$ cat config.mk
export PLATFORM = sky130hd
export DESIGN_NAME = atm_aux_test_mux
export DESIGN_NICKNAME = d
export VERILOG_FILES = /design/src/verilog/atm_pkg.sv /design/src/verilog/atm_pin_drive.sv /design/src/verilog/atm_aux_test_mux.sv
export SDC_FILE = /design/constraint.sdc
export NUM_CORES = 1
export LEC_CHECK = 0
export ABC_AREA = 1
export ABC_CLOCK_PERIOD_IN_PS = 2700
export BUFFER_PORTS_ARGS = -buffer_cell sky130_fd_sc_hd__buf_2
export CORE_MARGIN = 10
export CORE_UTILIZATION = 50
export CTS_CLUSTER_DIAMETER = 40
export DETAILED_ROUTE_END_ITERATION = 8
export GPL_ROUTABILITY_DRIVEN = 0
export PLACE_DENSITY = 0.74
export SLEW_MARGIN = 20
export SYNTH_ARGS = -nofsm -noshare
export SYNTH_HDL_FRONTEND = slang
export SYNTH_SLANG_ARGS = --single-unit
$ cat constraint.sdc
create_clock -name core_clk -period 2.7 [get_ports core_clk]
set_input_delay 0.54 -clock core_clk [delete_from_list [all_inputs] [get_ports core_clk]]
set_output_delay 0.54 -clock core_clk [all_outputs]
set_load 0.01 [all_outputs]
$ cat src/verilog/atm_pkg.sv
`default_nettype none
package atm_pkg;

   ////////////////////////////////////////////////////////////////////////
   // widths
   localparam int ADDR_W  = 6;
   localparam int DATA_W  = 8;
   localparam int SEL_W   = 4;
   localparam int DAC_W   = 6;
   localparam int ADC_W   = 4;
   localparam int LEVEL_W = 6;
   localparam int TBUS_W  = 8;
   localparam int TSEL_W  = 3;

   ////////////////////////////////////////////////////////////////////////
   // register offsets
   localparam logic [5:0] ADDR_AUX_SEL = 6'h38;
   localparam logic [5:0] ADDR_DAC_ONE = 6'h39;
   localparam logic [5:0] ADDR_DAC_TWO = 6'h3a;
   localparam logic [5:0] ADDR_ADC     = 6'h3b;
   localparam logic [5:0] ADDR_PROD_A  = 6'h3c;
   localparam logic [5:0] ADDR_PROD_B  = 6'h3d;
   localparam logic [5:0] ADDR_PROD_C  = 6'h3e;
   localparam logic [5:0] ADDR_PROD_D  = 6'h3f;

   ////////////////////////////////////////////////////////////////////////
   // field positions
   localparam int SEL_FIRST_LSB  = 4;
   localparam int SEL_SECOND_LSB = 0;
   localparam int DAC_LSB        = 0;
   localparam int ADC_I_LSB      = 4;
   localparam int ADC_Q_LSB      = 0;

   ////////////////////////////////////////////////////////////////////////
   // reset values
   localparam logic [7:0] RST_AUX_SEL = 8'h00;
   localparam logic [5:0] RST_DAC     = 6'h00;
   localparam logic [7:0] RST_PROD_A  = 8'h00;
   localparam logic [7:0] RST_PROD_B  = 8'h00;
   localparam logic [7:0] RST_PROD_C  = 8'h03;
   localparam logic [7:0] RST_PROD_D  = 8'h00;
   localparam logic [7:0] READ_ZERO   = 8'h00;

   // pin levels for the logic-valued sources
   localparam logic [5:0] LEVEL_HIGH = 6'h3f;
   localparam logic [5:0] LEVEL_LOW  = 6'h00;
   localparam logic [1:0] ADC_PAD    = 2'h0;

   ////////////////////////////////////////////////////////////////////////
   // source select codes
   typedef enum logic [3:0] {
      ATM_SRC_TRISTATE = 4'h0,
      ATM_SRC_DAC      = 4'h1,
      ATM_SRC_CORR     = 4'h2,
      ATM_SRC_RSV3     = 4'h3,
      ATM_SRC_MINLVL   = 4'h4,
      ATM_SRC_ADC_I    = 4'h5,
      ATM_SRC_ADC_Q    = 4'h6,
      ATM_SRC_RSV7     = 4'h7,
      ATM_SRC_PROD8    = 4'h8,
      ATM_SRC_RSV9     = 4'h9,
      ATM_SRC_HIGH     = 4'ha,
      ATM_SRC_LOW      = 4'hb,
      ATM_SRC_TXACT    = 4'hc,
      ATM_SRC_RXACT    = 4'hd,
      ATM_SRC_SUBC     = 4'he,
      ATM_SRC_TBUS     = 4'hf
   } atm_src_e;

   typedef struct packed {
      logic [5:0] corr;
      logic [5:0] min_level;
      logic [3:0] adc_i;
      logic [3:0] adc_q;
   } atm_analog_s;

   typedef struct packed {
      logic tx_active;
      logic rx_active;
      logic subcarrier;
      logic test_bus_bit;
   } atm_flags_s;

   typedef struct packed {
      logic       oe;
      logic [5:0] level;
   } atm_drive_s;

   // shared by both pins so the two fields decode identically
   function automatic atm_drive_s atm_decode(input logic [3:0]  sel,
                                             input logic [5:0]  dac,
                                             input atm_analog_s an,
                                             input atm_flags_s  fl);
      atm_drive_s d;
      d = '{oe: 1'b0, level: LEVEL_LOW};
      unique case (atm_src_e'(sel))
         ATM_SRC_TRISTATE: d = '{oe: 1'b0, level: LEVEL_LOW};
         ATM_SRC_DAC:      d = '{oe: 1'b1, level: dac};
         ATM_SRC_CORR:     d = '{oe: 1'b1, level: an.corr};
         ATM_SRC_MINLVL:   d = '{oe: 1'b1, level: an.min_level};
         ATM_SRC_ADC_I:    d = '{oe: 1'b1, level: {an.adc_i, ADC_PAD}};
         ATM_SRC_ADC_Q:    d = '{oe: 1'b1, level: {an.adc_q, ADC_PAD}};
         ATM_SRC_HIGH:     d = '{oe: 1'b1, level: LEVEL_HIGH};
         ATM_SRC_LOW:      d = '{oe: 1'b1, level: LEVEL_LOW};
         ATM_SRC_TXACT:    d = '{oe: 1'b1, level: fl.tx_active ? LEVEL_HIGH : LEVEL_LOW};
         ATM_SRC_RXACT:    d = '{oe: 1'b1, level: fl.rx_active ? LEVEL_HIGH : LEVEL_LOW};
         ATM_SRC_SUBC:     d = '{oe: 1'b1, level: fl.subcarrier ? LEVEL_HIGH : LEVEL_LOW};
         ATM_SRC_TBUS:     d = '{oe: 1'b1, level: fl.test_bus_bit ? LEVEL_HIGH : LEVEL_LOW};
         // reserved and production codes float the pin
         ATM_SRC_RSV3,
         ATM_SRC_RSV7,
         ATM_SRC_PROD8,
         ATM_SRC_RSV9:     d = '{oe: 1'b0, level: LEVEL_LOW};
      endcase
      return d;
   endfunction

endpackage
`default_nettype wire

$ cat src/verilog/atm_pin_drive.sv
`timescale 1ns/100ps
`default_nettype none
module atm_pin_drive (
   // clock and reset
   input  wire logic                 core_clk,
   input  wire logic                 rst,
   // selection
   input  wire logic [3:0]           sel,
   input  wire logic [5:0]           dac,
   input  wire atm_pkg::atm_analog_s analog,
   input  wire atm_pkg::atm_flags_s  flags,
   // pin
   output var  logic                 pin_oe_r,
   output var  logic [5:0]           pin_level_r
);

   atm_pkg::atm_drive_s drive_nxt;

   assign drive_nxt = atm_pkg::atm_decode(sel, dac, analog, flags);

   always_ff @(posedge core_clk or posedge rst) begin
      if (rst) begin
         pin_oe_r    <= 1'b0;
         pin_level_r <= atm_pkg::LEVEL_LOW;
      end else begin
         pin_oe_r    <= drive_nxt.oe;
         pin_level_r <= drive_nxt.level;
      end
   end

   ////////////////////////////////////////////////////////////////////////
   a_tristate_code: assert property (@(posedge core_clk) disable iff (rst)
      sel == atm_pkg::ATM_SRC_TRISTATE |=> !pin_oe_r)
      else $error("pin driven under tristate code");
   a_dac_route: assert property (@(posedge core_clk) disable iff (rst)
      sel == atm_pkg::ATM_SRC_DAC |=> pin_oe_r && pin_level_r == $past(dac))
      else $error("dac value not on pin");
   a_const_high: assert property (@(posedge core_clk) disable iff (rst)
      sel == atm_pkg::ATM_SRC_HIGH |=> pin_oe_r && pin_level_r == atm_pkg::LEVEL_HIGH)
      else $error("constant high not driven");
   a_reserved_float: assert property (@(posedge core_clk) disable iff (rst)
      (sel == atm_pkg::ATM_SRC_RSV3 || sel == atm_pkg::ATM_SRC_RSV7 ||
       sel == atm_pkg::ATM_SRC_PROD8 || sel == atm_pkg::ATM_SRC_RSV9) |=> !pin_oe_r)
      else $error("reserved code drives pin");
   a_tbus_route: assert property (@(posedge core_clk) disable iff (rst)
      sel == atm_pkg::ATM_SRC_TBUS |=>
         pin_level_r == ($past(flags.test_bus_bit) ? atm_pkg::LEVEL_HIGH : atm_pkg::LEVEL_LOW))
      else $error("test bus bit not on pin");
   a_txact_route: assert property (@(posedge core_clk) disable iff (rst)
      sel == atm_pkg::ATM_SRC_TXACT |=>
         pin_level_r == ($past(flags.tx_active) ? atm_pkg::LEVEL_HIGH : atm_pkg::LEVEL_LOW))
      else $error("transmit indicator not on pin");

endmodule
`default_nettype wire

$ cat src/verilog/atm_aux_test_mux.sv
`timescale 1ns/100ps
`default_nettype none

module atm_aux_test_mux (
   // clock and reset
   input  wire logic                        core_clk,
   input  wire logic                        rst,
   // register port
   input  wire logic [atm_pkg::ADDR_W-1:0]  reg_addr,
   input  wire logic [atm_pkg::DATA_W-1:0]  reg_wdata,
   input  wire logic                        reg_write,
   input  wire logic                        reg_read,
   output var  logic [atm_pkg::DATA_W-1:0]  reg_rdata_r,
   // analog test sources
   input  wire logic [atm_pkg::LEVEL_W-1:0] correlator_test_signal,
   input  wire logic [atm_pkg::LEVEL_W-1:0] minimum_level_signal,
   input  wire logic [atm_pkg::ADC_W-1:0]   adc_i_sample,
   input  wire logic [atm_pkg::ADC_W-1:0]   adc_q_sample,
   // framing indicators
   input  wire logic                        transmit_active_indicator,
   input  wire logic                        receive_active_indicator,
   input  wire logic                        subcarrier_detect_indicator,
   input  wire logic                        rate_is_106k,
   // test bus
   input  wire logic [atm_pkg::TBUS_W-1:0]  test_bus,
   input  wire logic [atm_pkg::TSEL_W-1:0]  test_bus_bit_selector,
   // dac values to the analog converters
   output var  logic [atm_pkg::DAC_W-1:0]   first_test_dac_value,
   output var  logic [atm_pkg::DAC_W-1:0]   second_test_dac_value,
   // auxiliary pins
   output var  logic                        first_aux_pin_oe,
   output var  logic [atm_pkg::LEVEL_W-1:0] first_aux_pin_level,
   output var  logic                        second_aux_pin_oe,
   output var  logic [atm_pkg::LEVEL_W-1:0] second_aux_pin_level
);

   ////////////////////////////////////////////////////////////////////////
   // storage

   logic [atm_pkg::DATA_W-1:0] aux_signal_select_r;
   logic [atm_pkg::DAC_W-1:0]  test_dac_one_value_r;
   logic [atm_pkg::DAC_W-1:0]  test_dac_two_value_r;
   logic [atm_pkg::DATA_W-1:0] production_reserved_a_r;
   logic [atm_pkg::DATA_W-1:0] production_reserved_b_r;
   logic [atm_pkg::DATA_W-1:0] production_reserved_c_r;
   logic [atm_pkg::DATA_W-1:0] production_reserved_d_r;

   ////////////////////////////////////////////////////////////////////////
   // address decode

   wire wr_aux_sel = reg_write && (reg_addr == atm_pkg::ADDR_AUX_SEL);
   wire wr_dac_one = reg_write && (reg_addr == atm_pkg::ADDR_DAC_ONE);
   wire wr_dac_two = reg_write && (reg_addr == atm_pkg::ADDR_DAC_TWO);
   wire wr_prod_a  = reg_write && (reg_addr == atm_pkg::ADDR_PROD_A);
   wire wr_prod_b  = reg_write && (reg_addr == atm_pkg::ADDR_PROD_B);
   wire wr_prod_c  = reg_write && (reg_addr == atm_pkg::ADDR_PROD_C);
   wire wr_prod_d  = reg_write && (reg_addr == atm_pkg::ADDR_PROD_D);

   ////////////////////////////////////////////////////////////////////////
   // field split

   wire [atm_pkg::SEL_W-1:0] first_aux_source_select =
      aux_signal_select_r[atm_pkg::SEL_FIRST_LSB +: atm_pkg::SEL_W];
   wire [atm_pkg::SEL_W-1:0] second_aux_source_select =
      aux_signal_select_r[atm_pkg::SEL_SECOND_LSB +: atm_pkg::SEL_W];

   wire [atm_pkg::DAC_W-1:0] wdata_dac = reg_wdata[atm_pkg::DAC_LSB +: atm_pkg::DAC_W];

   // live sample view; writes to this offset are dropped
   wire [atm_pkg::DATA_W-1:0] adc_view = {adc_i_sample, adc_q_sample};

   ////////////////////////////////////////////////////////////////////////
   // source bundles

   // subcarrier flag has no meaning at the base rate, so it is held low there
   wire subcarrier_gated = subcarrier_detect_indicator && !rate_is_106k;

   wire selected_test_bus_bit = test_bus[test_bus_bit_selector];

   atm_pkg::atm_analog_s analog_bus;
   atm_pkg::atm_flags_s  flag_bus;

   assign analog_bus = '{corr:      correlator_test_signal,
                         min_level: minimum_level_signal,
                         adc_i:     adc_i_sample,
                         adc_q:     adc_q_sample};

   assign flag_bus = '{tx_active:    transmit_active_indicator,
                       rx_active:    receive_active_indicator,
                       subcarrier:   subcarrier_gated,
                       test_bus_bit: selected_test_bus_bit};

   ////////////////////////////////////////////////////////////////////////
   // read mux

   logic [atm_pkg::DATA_W-1:0] rdata_nxt;

   // dac upper bits and unmapped offsets read as zero
   always_comb begin
      rdata_nxt = atm_pkg::READ_ZERO;
      if (reg_read) begin
         unique case (reg_addr)
            atm_pkg::ADDR_AUX_SEL: rdata_nxt = aux_signal_select_r;
            atm_pkg::ADDR_DAC_ONE: rdata_nxt = {2'h0, test_dac_one_value_r};
            atm_pkg::ADDR_DAC_TWO: rdata_nxt = {2'h0, test_dac_two_value_r};
            atm_pkg::ADDR_ADC:     rdata_nxt = adc_view;
            atm_pkg::ADDR_PROD_A:  rdata_nxt = production_reserved_a_r;
            atm_pkg::ADDR_PROD_B:  rdata_nxt = production_reserved_b_r;
            atm_pkg::ADDR_PROD_C:  rdata_nxt = production_reserved_c_r;
            atm_pkg::ADDR_PROD_D:  rdata_nxt = production_reserved_d_r;
            default:               rdata_nxt = atm_pkg::READ_ZERO;
         endcase
      end
   end

   ////////////////////////////////////////////////////////////////////////
   // registers

   always_ff @(posedge core_clk or posedge rst) begin
      if (rst) begin
         aux_signal_select_r <= atm_pkg::RST_AUX_SEL;
      end else if (wr_aux_sel) begin
         aux_signal_select_r <= reg_wdata;
      end
   end

   // dac reset is undefined in hardware; zero keeps simulation clean
   always_ff @(posedge core_clk or posedge rst) begin
      if (rst) begin
         test_dac_one_value_r <= atm_pkg::RST_DAC;
         test_dac_two_value_r <= atm_pkg::RST_DAC;
      end else begin
         if (wr_dac_one) begin
            test_dac_one_value_r <= wdata_dac;
         end
         if (wr_dac_two) begin
            test_dac_two_value_r <= wdata_dac;
         end
      end
   end

   // production registers only store; only the read mux reads them back
   always_ff @(posedge core_clk or posedge rst) begin
      if (rst) begin
         production_reserved_a_r <= atm_pkg::RST_PROD_A;
         production_reserved_b_r <= atm_pkg::RST_PROD_B;
         production_reserved_c_r <= atm_pkg::RST_PROD_C;
         production_reserved_d_r <= atm_pkg::RST_PROD_D;
      end else begin
         if (wr_prod_a) begin
            production_reserved_a_r <= reg_wdata;
         end
         if (wr_prod_b) begin
            production_reserved_b_r <= reg_wdata;
         end
         if (wr_prod_c) begin
            production_reserved_c_r <= reg_wdata;
         end
         if (wr_prod_d) begin
            production_reserved_d_r <= reg_wdata;
         end
      end
   end

   always_ff @(posedge core_clk or posedge rst) begin
      if (rst) begin
         reg_rdata_r <= atm_pkg::READ_ZERO;
      end else begin
         reg_rdata_r <= rdata_nxt;
      end
   end

   assign first_test_dac_value  = test_dac_one_value_r;
   assign second_test_dac_value = test_dac_two_value_r;

   ////////////////////////////////////////////////////////////////////////
   // pin drivers, one decoder per pin

   atm_pin_drive u_first_pin (
      .core_clk    (core_clk),
      .rst         (rst),
      .sel         (first_aux_source_select),
      .dac         (test_dac_one_value_r),
      .analog      (analog_bus),
      .flags       (flag_bus),
      .pin_oe_r    (first_aux_pin_oe),
      .pin_level_r (first_aux_pin_level)
   );

   atm_pin_drive u_second_pin (
      .core_clk    (core_clk),
      .rst         (rst),
      .sel         (second_aux_source_select),
      .dac         (test_dac_two_value_r),
      .analog      (analog_bus),
      .flags       (flag_bus),
      .pin_oe_r    (second_aux_pin_oe),
      .pin_level_r (second_aux_pin_level)
   );

   ////////////////////////////////////////////////////////////////////////
   // checks

   a_select_reset: assert property (@(posedge core_clk)
      $fell(rst) |-> aux_signal_select_r == atm_pkg::RST_AUX_SEL
                     && !first_aux_pin_oe && !second_aux_pin_oe)
      else $error("select or pins not idle after reset");

   a_select_write: assert property (@(posedge core_clk) disable iff (rst)
      wr_aux_sel |=> first_aux_source_select == $past(reg_wdata[7:4])
                     && second_aux_source_select == $past(reg_wdata[3:0]))
      else $error("select fields misplaced");

   a_second_dac_route: assert property (@(posedge core_clk) disable iff (rst)
      wr_aux_sel && reg_wdata[3:0] == atm_pkg::ATM_SRC_DAC |=> ##1
         second_aux_pin_oe && second_aux_pin_level == $past(test_dac_two_value_r))
      else $error("second dac not on second pin");

   a_dac_one_store: assert property (@(posedge core_clk) disable iff (rst)
      wr_dac_one ##1 !wr_dac_one ##1 (reg_read && reg_addr == atm_pkg::ADDR_DAC_ONE) |=>
         reg_rdata_r == ($past(reg_wdata, 3) & 8'h3f))
      else $error("dac one readback wrong");

   a_adc_view: assert property (@(posedge core_clk) disable iff (rst)
      reg_read && reg_addr == atm_pkg::ADDR_ADC |=>
         reg_rdata_r[7:4] == $past(adc_i_sample) && reg_rdata_r[3:0] == $past(adc_q_sample))
      else $error("adc view mismatch");

   a_adc_readonly: assert property (@(posedge core_clk) disable iff (rst)
      reg_write && reg_addr == atm_pkg::ADDR_ADC |=>
         $stable(aux_signal_select_r) && $stable(test_dac_one_value_r)
         && $stable(test_dac_two_value_r))
      else $error("adc offset write changed state");

   a_prod_reset: assert property (@(posedge core_clk)
      $fell(rst) |-> production_reserved_c_r == 8'h03 && production_reserved_b_r == 8'h00
                     && production_reserved_d_r == 8'h00)
      else $error("production reset values wrong");

   a_subc_base_rate: assert property (@(posedge core_clk) disable iff (rst)
      first_aux_source_select == atm_pkg::ATM_SRC_SUBC && rate_is_106k |=>
         first_aux_pin_oe && first_aux_pin_level == atm_pkg::LEVEL_LOW)
      else $error("subcarrier flag shown at base rate");

   a_rx_route: assert property (@(posedge core_clk) disable iff (rst)
      second_aux_source_select == atm_pkg::ATM_SRC_RXACT |=>
         second_aux_pin_level ==
            ($past(receive_active_indicator) ? atm_pkg::LEVEL_HIGH : atm_pkg::LEVEL_LOW))
      else $error("receive indicator not on pin");

endmodule
`default_nettype wire

Word-level counts from Yosys, hierarchy flattened
Index checks and enable logic that the tools add are counted.
- output and inout bits: 34
- word-level logic and storage cells: 74
- flip-flop bits (word level): 74
- magnitude comparators: 1
- equal/unequal tests: 38
- reductions and logical operators: 13
- mux-type cells: 10
- operator list (operator ; count):
    one-hot mux 7 bit (12 select lines) ; 2
    == test 4 bit, second input constant ; 16
    one-hot mux 8 bit (8 select lines) ; 1
    == test 6 bit, second input constant ; 8
    == test 4 x 3 -> 1 bit, second input constant ; 8
    2-to-1 mux 6 bit ; 4
    == test 4 x 2 -> 1 bit, second input constant ; 4
    OR reduction 5 bit ; 2
    == test 4 x 1 -> 1 bit, second input constant ; 2
    logical AND 1 bit ; 8
    logical NOT 4 bit ; 2
    2-to-1 mux 8 bit ; 1
    less-than comparator 3 x 4 -> 1 bit, second input constant ; 1
    binary-select mux 1 bit (select 3 bit) ; 1
    logical NOT 1 bit ; 1
    2-to-1 mux 1 bit ; 1

Logic depth before layout (Yosys ltp)
Gate-level depths: netlist (run 1).
- depth in word-level cells: 4
- depth in mapped cells: 10
- mapped depth without buffers: 9

Hierarchy
From an unflattened synthesis (run 1), not the netlist that was laid out.
- cell total of the unflattened synthesis: 540
- area total of the unflattened synthesis: 4156.5 um^2
- modules (own cells, without submodules) (module ; seq. area each (um^2) ; times used ; cells an instance ; area each (um^2)):
    atm_aux_test_mux ; 1503.9 ; 1 ; 368 ; 3012.9
    atm_pin_drive ; 175.2 ; 2 ; 86 ; 571.8

Worst setup path before layout (run 1)
Ideal clock, no wire load.
- path kind: input port to flip-flop
- from: input port reg_addr[4] (netlist name)
- to: register production_reserved_b_r[0] (netlist name)
- data required time: 2.575 ns
- path slack: 1.249 ns
- path buffers: 1
- arrival time: 1.326 ns
- stages on the path: 6
- path through: nand4_2 > nor2_4 > nand2_4 > buf_6 > nand2_1 > o21ai_2
- longest elaborated chain between the ends: 2
- RTL lines (item ; RTL line ; RTL):
    start, declared ; atm_aux_test_mux.sv:9 ; input wire logic [atm_pkg::ADDR_W-1:0] reg_addr,
    == test 6 bit ; atm_aux_test_mux.sv:55 ; wire wr_prod_b = reg_write && (reg_addr == atm_pkg::ADDR_PROD_B);
    logical AND 1 bit ; atm_aux_test_mux.sv:55 ;
    end signal, assigned ; atm_aux_test_mux.sv:146 ; production_reserved_b_r <= atm_pkg::RST_PROD_B;
    end signal, assigned ; atm_aux_test_mux.sv:154 ; production_reserved_b_r <= reg_wdata;
    end, declared ; atm_aux_test_mux.sv:44 ; logic [atm_pkg::DATA_W-1:0] production_reserved_b_r;
No other way between the ends.
A chain may end at the register's enable or synchronous reset.

==> run metrics, run 1 <==
outcome completed; final worst path period need 1.58 ns; fin. max-slew vios 0; fmax 632 MHz; hpwl dp 8810 um; core box area around 0.008 mm2; wire per inst 15.7 um; Post-route DRC 0; startpoint types flip-flop; RSZ-0062 raised after global routing no; simple-gate share of the synthesized area 0.340; drt first pass iters 5; CP max stage cell dfrtp_1; Initial DRC Count 154; r2r setup slk 1.12 ns; Hold Violations, Final 0; final setup vio count 0; Remaining Overflow, GRT 0; CP Depth 8; Rel. slew slack 0.580; crit path max fanout 8; Post-synth EDFFs 0; Critical Path Start aux_signal_select_r[5]; mapped cell area 0.00408 mm2; Synth Area in Compound Gates 0.121; fin crit share 0.586; Setup CP Type reg -> reg; arrival time at the worst endpoint 1.83 ns; I/O pin cnt 87; CTS tree yes; crit-path cells inv_1 -> nor2_1 -> nand3_1 -> nand3_1 -> nor2_1 -> nand3_1 -> nand2_1 -> inv_1; WP data required between 2 and 3 ns; area share of xor/xnor cells in the synthesized design 0; Post-CTS Setup Bufs 0; Clock Skews 0.00548 ns; vias in the first global route 3,699; antenna violations before repair 0; hold_ws 0.268 ns; CTS Sinks 74; CTS clk-pin slew, worst paths 0.07 ns; PwrDens 582 mW/mm2; Worst Setup End Kind flip-flop; Buffers on Ports 86; HP Class in -> async; Main synth FF type dfrtp_1; syn_area_per_cell 7.66 um2; Synth area leaders dfrtp_1 (44%), nand2_1 (16%), nand3_1 (6.3%), o21ai_2 (5.8%), inv_1 (5.5%); ys async rst share 1.00; H-tree levels 3; CTS resizes 0; Synth top area share 0.442; global-route wire length before repair 18,000 um; R2R depth 8; adder-cell area share of the yosys netlist 0; Die Height 110 um; clk root buf clkbuf_8; CTS Buf Count 9; maximum vdd drop roughly 0.37 mV; setup TNS 0 ns; reg2reg start aux_signal_select_r[5]; actual slew at the worst max-slew pin 0.629 ns; most used cell, CP nand3_1; nets 673; post-synthesis cell count 532; top cells by count, synth nand2_1 (174), dfrtp_1 (72), inv_1 (60), nand3_1 (51), nor2_1 (42); Max-cap violations 0; diodes inserted 0; number of synthesized register bits 74; count leader, synth nand2_1; kind of cell adding the most delay to the critical path simple AND/OR/NAND/NOR gates; post-synthesis mux area share 0; P&R area growth vs syn 15.7%; leakage power 2.58 nW; Post-DRT Antenna Nets 0; detailed-route via count between 3,000 and 4,000; CTS Buffer Depth 2; combinational family with the most area after synthesis simple AND/OR/NAND/NOR gates; die width around 110 um; register area share after synthesis 0.455; Die Area roughly 0.012 mm2; ratio of cells with drive above 1 in the final layout 0.253; Critical R2R Capture u_first_pin.pin_level_r[2]; drt total wl 11,400 um; CP Capture Point u_first_pin.pin_level_r[2]; dominant cell type by area after synthesis dfrtp_1; cts hold-fix bufs 0; Mapped Nets 585; Vias/cell 5.34; Initial Utilization 0.519; overall global routing resource usage 0.187; Buf+Inv Stages, Crit Path 2; Synth warnings 0; Worst-Skew Late Latency 0.35 ns; crit-path max cell delay between 0.4 and 0.5 ns; largest net degree at the start of global routing 47; # rows 32; Cell variety after synth 26
[final cells by class]
class	count	area [um2]
fillers	737	3130
multi-input cells	385	1880
flip-flops and latches	74	1850
repair buffers	87	450
inverters	63	239
clock buffers	13	149
well taps	102	128
clock inverters	3	15.0
[registers in the layout, summed over array words and instances (netlist names)]
name and count:
production_reserved_b_r 8, reg_rdata_r 8, production_reserved_d_r 8, u_first_pin.pin_level_r 6, u_first_pin.pin_oe_r 1, first_test_dac_value 6, second_test_dac_value 6, production_reserved_c_r 8
u_second_pin.pin_level_r 6, u_second_pin.pin_oe_r 1, aux_signal_select_r 8, production_reserved_a_r 8
[metal layers]
metal,routed length (um),global-route usage,share of wire
met1,4780,0.233,0.42
met2,5300,0.303,0.46
met3,990,0.0522,0.087
met4,346,0.0725,0.030
met5,0,0,0
[stage by stage]
step           worst slack [ns]  utilization  instances  instance area (um2)  total power [mW]
6_report                   1.12        0.601        727                 4710              2.74
5_1_grt                   0.916        0.601        727                 4710              2.89
4_1_cts                    1.13        0.601        727                 4710              2.75
3_5_place_dp              0.827        0.580        711                 4550              2.01
3_3_place_gp              0.954        0.580        711                 4550              2.00
2_1_floorplan             0.282            -        532                 4080              1.76
[logic make-up after synthesis]
group           Yosys count
buf+inv                  73
compound gates           77
flops                    74
simple gates            308
[placed cells by master (no fill, tap or decap), drive strengths merged]
cell type  netlist  final
a21oi            9      9
nand2          181    181
nor2            49     49
nor3             5      5
o21ai           64     64
nand3           54     54
o22ai            4      4
inv             63     63
clkbuf           1     13
clkinv           0      3
dfstp            2      2
or2              7      7
dfrtp           72     72
nand4           11     11
nand3b           1      1
buf              9     87
[worst min-delay path by stage]
stage | to | slack [ns] | startpoint | cells past startpoint
2_1_floorplan | production_reserved_a_r[0] | 0.45 | production_reserved_a_r[0] | 2
3_3_place_gp | production_reserved_b_r[2] | 0.46 | production_reserved_b_r[2] | 2
3_5_place_dp | production_reserved_b_r[0] | 0.47 | production_reserved_b_r[0] | 2
4_1_cts | production_reserved_d_r[0] | 0.29 | rst | 2
5_1_grt | production_reserved_d_r[0] | 0.31 | rst | 2
6_report | production_reserved_d_r[6] | 0.27 | rst | 2
[where the power goes]
group / total [mW] / switching [mW] / internal [mW]
combinational: 0.619 / 0.387 / 0.231
sequential: 1.37 / 0.104 / 1.27
clock: 0.752 / 0.396 / 0.356
Power figures use the tool's default switching activity.
==> run 2, diff against run 1 <==
- ABC_CLOCK_PERIOD_IN_PS: 2700 -> 1500
- clock period: 2.7 -> 1.5 ns (I/O delays scaled with it)
==> run metrics, run 2 (synthesis gave the netlist of run 1 again) <==
outcome completed (unchanged); P&R area growth vs syn 19.5% (was 15.7%); drt total wl 11,100 um (was 11,400 um); largest net degree at the start of global routing 75 (was 47); Post-route DRC 0 (unchanged); Buf+Inv Stages, Crit Path 2 (unchanged); Initial Utilization 0.519 (unchanged); fmax 718 MHz (was 632 MHz); CP max stage cell dfrtp_1 (unchanged); CTS resizes 0 (unchanged); PwrDens 1130 mW/mm2 (was 582 mW/mm2); reg2reg start aux_signal_select_r[4] (was aux_signal_select_r[5]); Initial DRC Count 190 (was 154); Die Area 0.0122 mm2 (unchanged); CTS Buffer Depth 2 (unchanged); CTS Buf Count 9 (unchanged); die width 110 um (unchanged); Worst-Skew Late Latency 0.35 ns (about the same); final worst path period need 1.39 ns (was 1.58 ns); fin crit share 0.929 (was 0.586); Util after Layout 0.621 (was 0.601); r2r setup slk 0.11 ns (was 1.12 ns); crit-path max cell delay 0.41 ns (was 0.44 ns); drt first pass iters 5 (unchanged); nets 680 (was 673); wire per inst 15.1 um (was 15.7 um); commonest non-fill, non-tap cell in the layout nand2_1 (unchanged); most frequent cells in the layout nand2_1 (173), buf_2 (86), dfrtp_1 (69), inv_1 (59), nand3_1 (50) (was nand2_1 (174), buf_2 (86), dfrtp_1 (72), inv_1 (59), nand3_1 (51)); Fill cells 728 (was 737); kind of cell adding the most delay to the critical path simple AND/OR/NAND/NOR gates (unchanged); Vias/cell 5.19 (was 5.34); ratio of cells with drive above 1 in the final layout 0.281 (was 0.253); hold_ws 0.0393 ns (was 0.268 ns); Buffers on Ports 86 (unchanged); crit-path cells buf_4 -> nor2_1 -> nand2_1 -> nor2_1 -> nor3_1 -> nand3_1 -> nand2_1 -> inv_1 (was inv_1 -> nor2_1 -> nand3_1 -> nand3_1 -> nor2_1 -> nand3_1 -> nand2_1 -> inv_1); HP Class in -> async (unchanged); R2R depth 8 (unchanged); CTS tree yes (unchanged); Clock Skews 0.00692 ns (was 0.00548 ns); clk root buf clkbuf_8 (unchanged); final setup vio count 0 (unchanged); Max-cap violations 0 (unchanged); Rel. slew slack 0.703 (was 0.580); WP data required 1.75 ns (was 2.95 ns); CTS Sinks 74 (unchanged); I/O pin cnt 87 (unchanged); Worst Setup End Kind flip-flop (unchanged); Hold Violations, Final 0 (unchanged); CTS clk-pin slew, worst paths 0.08 ns (was 0.07 ns); setup TNS 0 ns (unchanged); Post-DRT Antenna Nets 0 (unchanged); global-route wire length before repair 17,900 um (was 18,000 um); Post-CTS Setup Bufs 0 (unchanged); crit path max fanout 6 (was 8); Setup CP Type reg -> reg (unchanged); Remaining Overflow, GRT 0 (unchanged); detailed-route via count 3,807 (was 3,882); leakage power 2.63 nW (was 2.58 nW); startpoint types flip-flop (unchanged); Critical R2R Capture u_first_pin.pin_level_r[5] (was u_first_pin.pin_level_r[2]); diodes inserted 0 (unchanged); vias in the first global route 3,692 (was 3,699); H-tree levels 3 (unchanged); antenna violations before repair 0 (unchanged); core box area 0.00785 mm2 (unchanged); overall global routing resource usage 0.186 (was 0.187); cts hold-fix bufs 0 (unchanged); fin. max-slew vios 0 (unchanged); arrival time at the worst endpoint 1.64 ns (was 1.83 ns); hpwl dp 8620 um (was 8810 um); actual slew at the worst max-slew pin 0.445 ns (was 0.629 ns); # rows 32 (unchanged); maximum vdd drop 0.773 mV (was 0.371 mV); Die Height 110 um (unchanged)
-- run 2: cell types whose count changed in the layout (fill, tap and decap cells not counted), sizes merged --
cell / previous run / this run
clkinv: 3 / 1
bufinv: 0 / 3
clkbuf: 13 / 10
buf: 87 / 94
clkinvlp: 0 / 2
inv: 63 / 62
-- run 2: worst min-delay path, stage by stage --
cell and delay (ns):
buf_2 0.11, clkinvlp_4 0.07, buf_12 0.32
-- run 2: per-stage QoR --
| stage | instances | setup WS [ns] | area, um2 | total power [mW] |
|---|---|---|---|---|
| final | 733 | 0.106 | 4870 | 5.49 |
| after CTS | 733 | 0.0550 | 4850 | 5.50 |
| after floorplan | 532 | 0.193 | 4080 | 3.17 |
| after detailed placement | 718 | -0.00828 | 4610 | 3.64 |
| after global routing | 733 | -0.0218 | 4870 | 5.81 |
| after global placement | 718 | 0.00239 | 4610 | 3.61 |
-- run 2: where the power goes --
part	total (mW)	switching [mW]	leakage (nW)	internal [mW]
sequential	2.47	0.180	0.979	2.29
combinational	1.14	0.702	1.54	0.442
clock	1.88	0.746	0.118	1.14
total	5.49	1.63	2.63	3.87
-- run 2: worst max-delay path by stage --
| stage | cells past startpoint | slack, ns | start | end |
|---|---|---|---|---|
| 6_report | 8 | 0.11 | aux_signal_select_r[4] | u_first_pin.pin_level_r[5] |
| 3_5_place_dp | 8 | -0.008 | reg_addr[2] | reg_rdata_r[6] |
| 4_1_cts | 8 | 0.05 | aux_signal_select_r[7] | u_first_pin.pin_level_r[3] |
| 3_3_place_gp | 8 | 0.002 | reg_addr[2] | reg_rdata_r[6] |
| 5_1_grt | 9 | -0.02 | aux_signal_select_r[3] | u_second_pin.pin_level_r[4] |
| 2_1_floorplan | 8 | 0.19 | aux_signal_select_r[5] | u_first_pin.pin_level_r[2] |
-- run 2: cell type report --
class | count | area [um2] | share of cell area
well taps | 102 | 128 | 0.0262
repair buffers | 94 | 503 | 0.103
multi-input cells | 385 | 1900 | 0.390
clock buffers | 10 | 138 | 0.0283
inverters | 63 | 243 | 0.0498
flip-flops and latches | 74 | 1860 | 0.381
clock inverters | 5 | 103 | 0.0211
-- run 2: routing by layer --
| metal | GRT usage | part of all wire | up-vias | routed length, um |
|---|---|---|---|---|
| met5 | 0 | 0 | - | 0 |
| met4 | 0.0615 | 0.022 | 0 | 242 |
| met3 | 0.0453 | 0.085 | 21 | 946 |
| met2 | 0.301 | 0.47 | 138 | 5200 |
| met1 | 0.238 | 0.42 | 1755 | 4710 |
| li1 | - | - | 1893 | - |
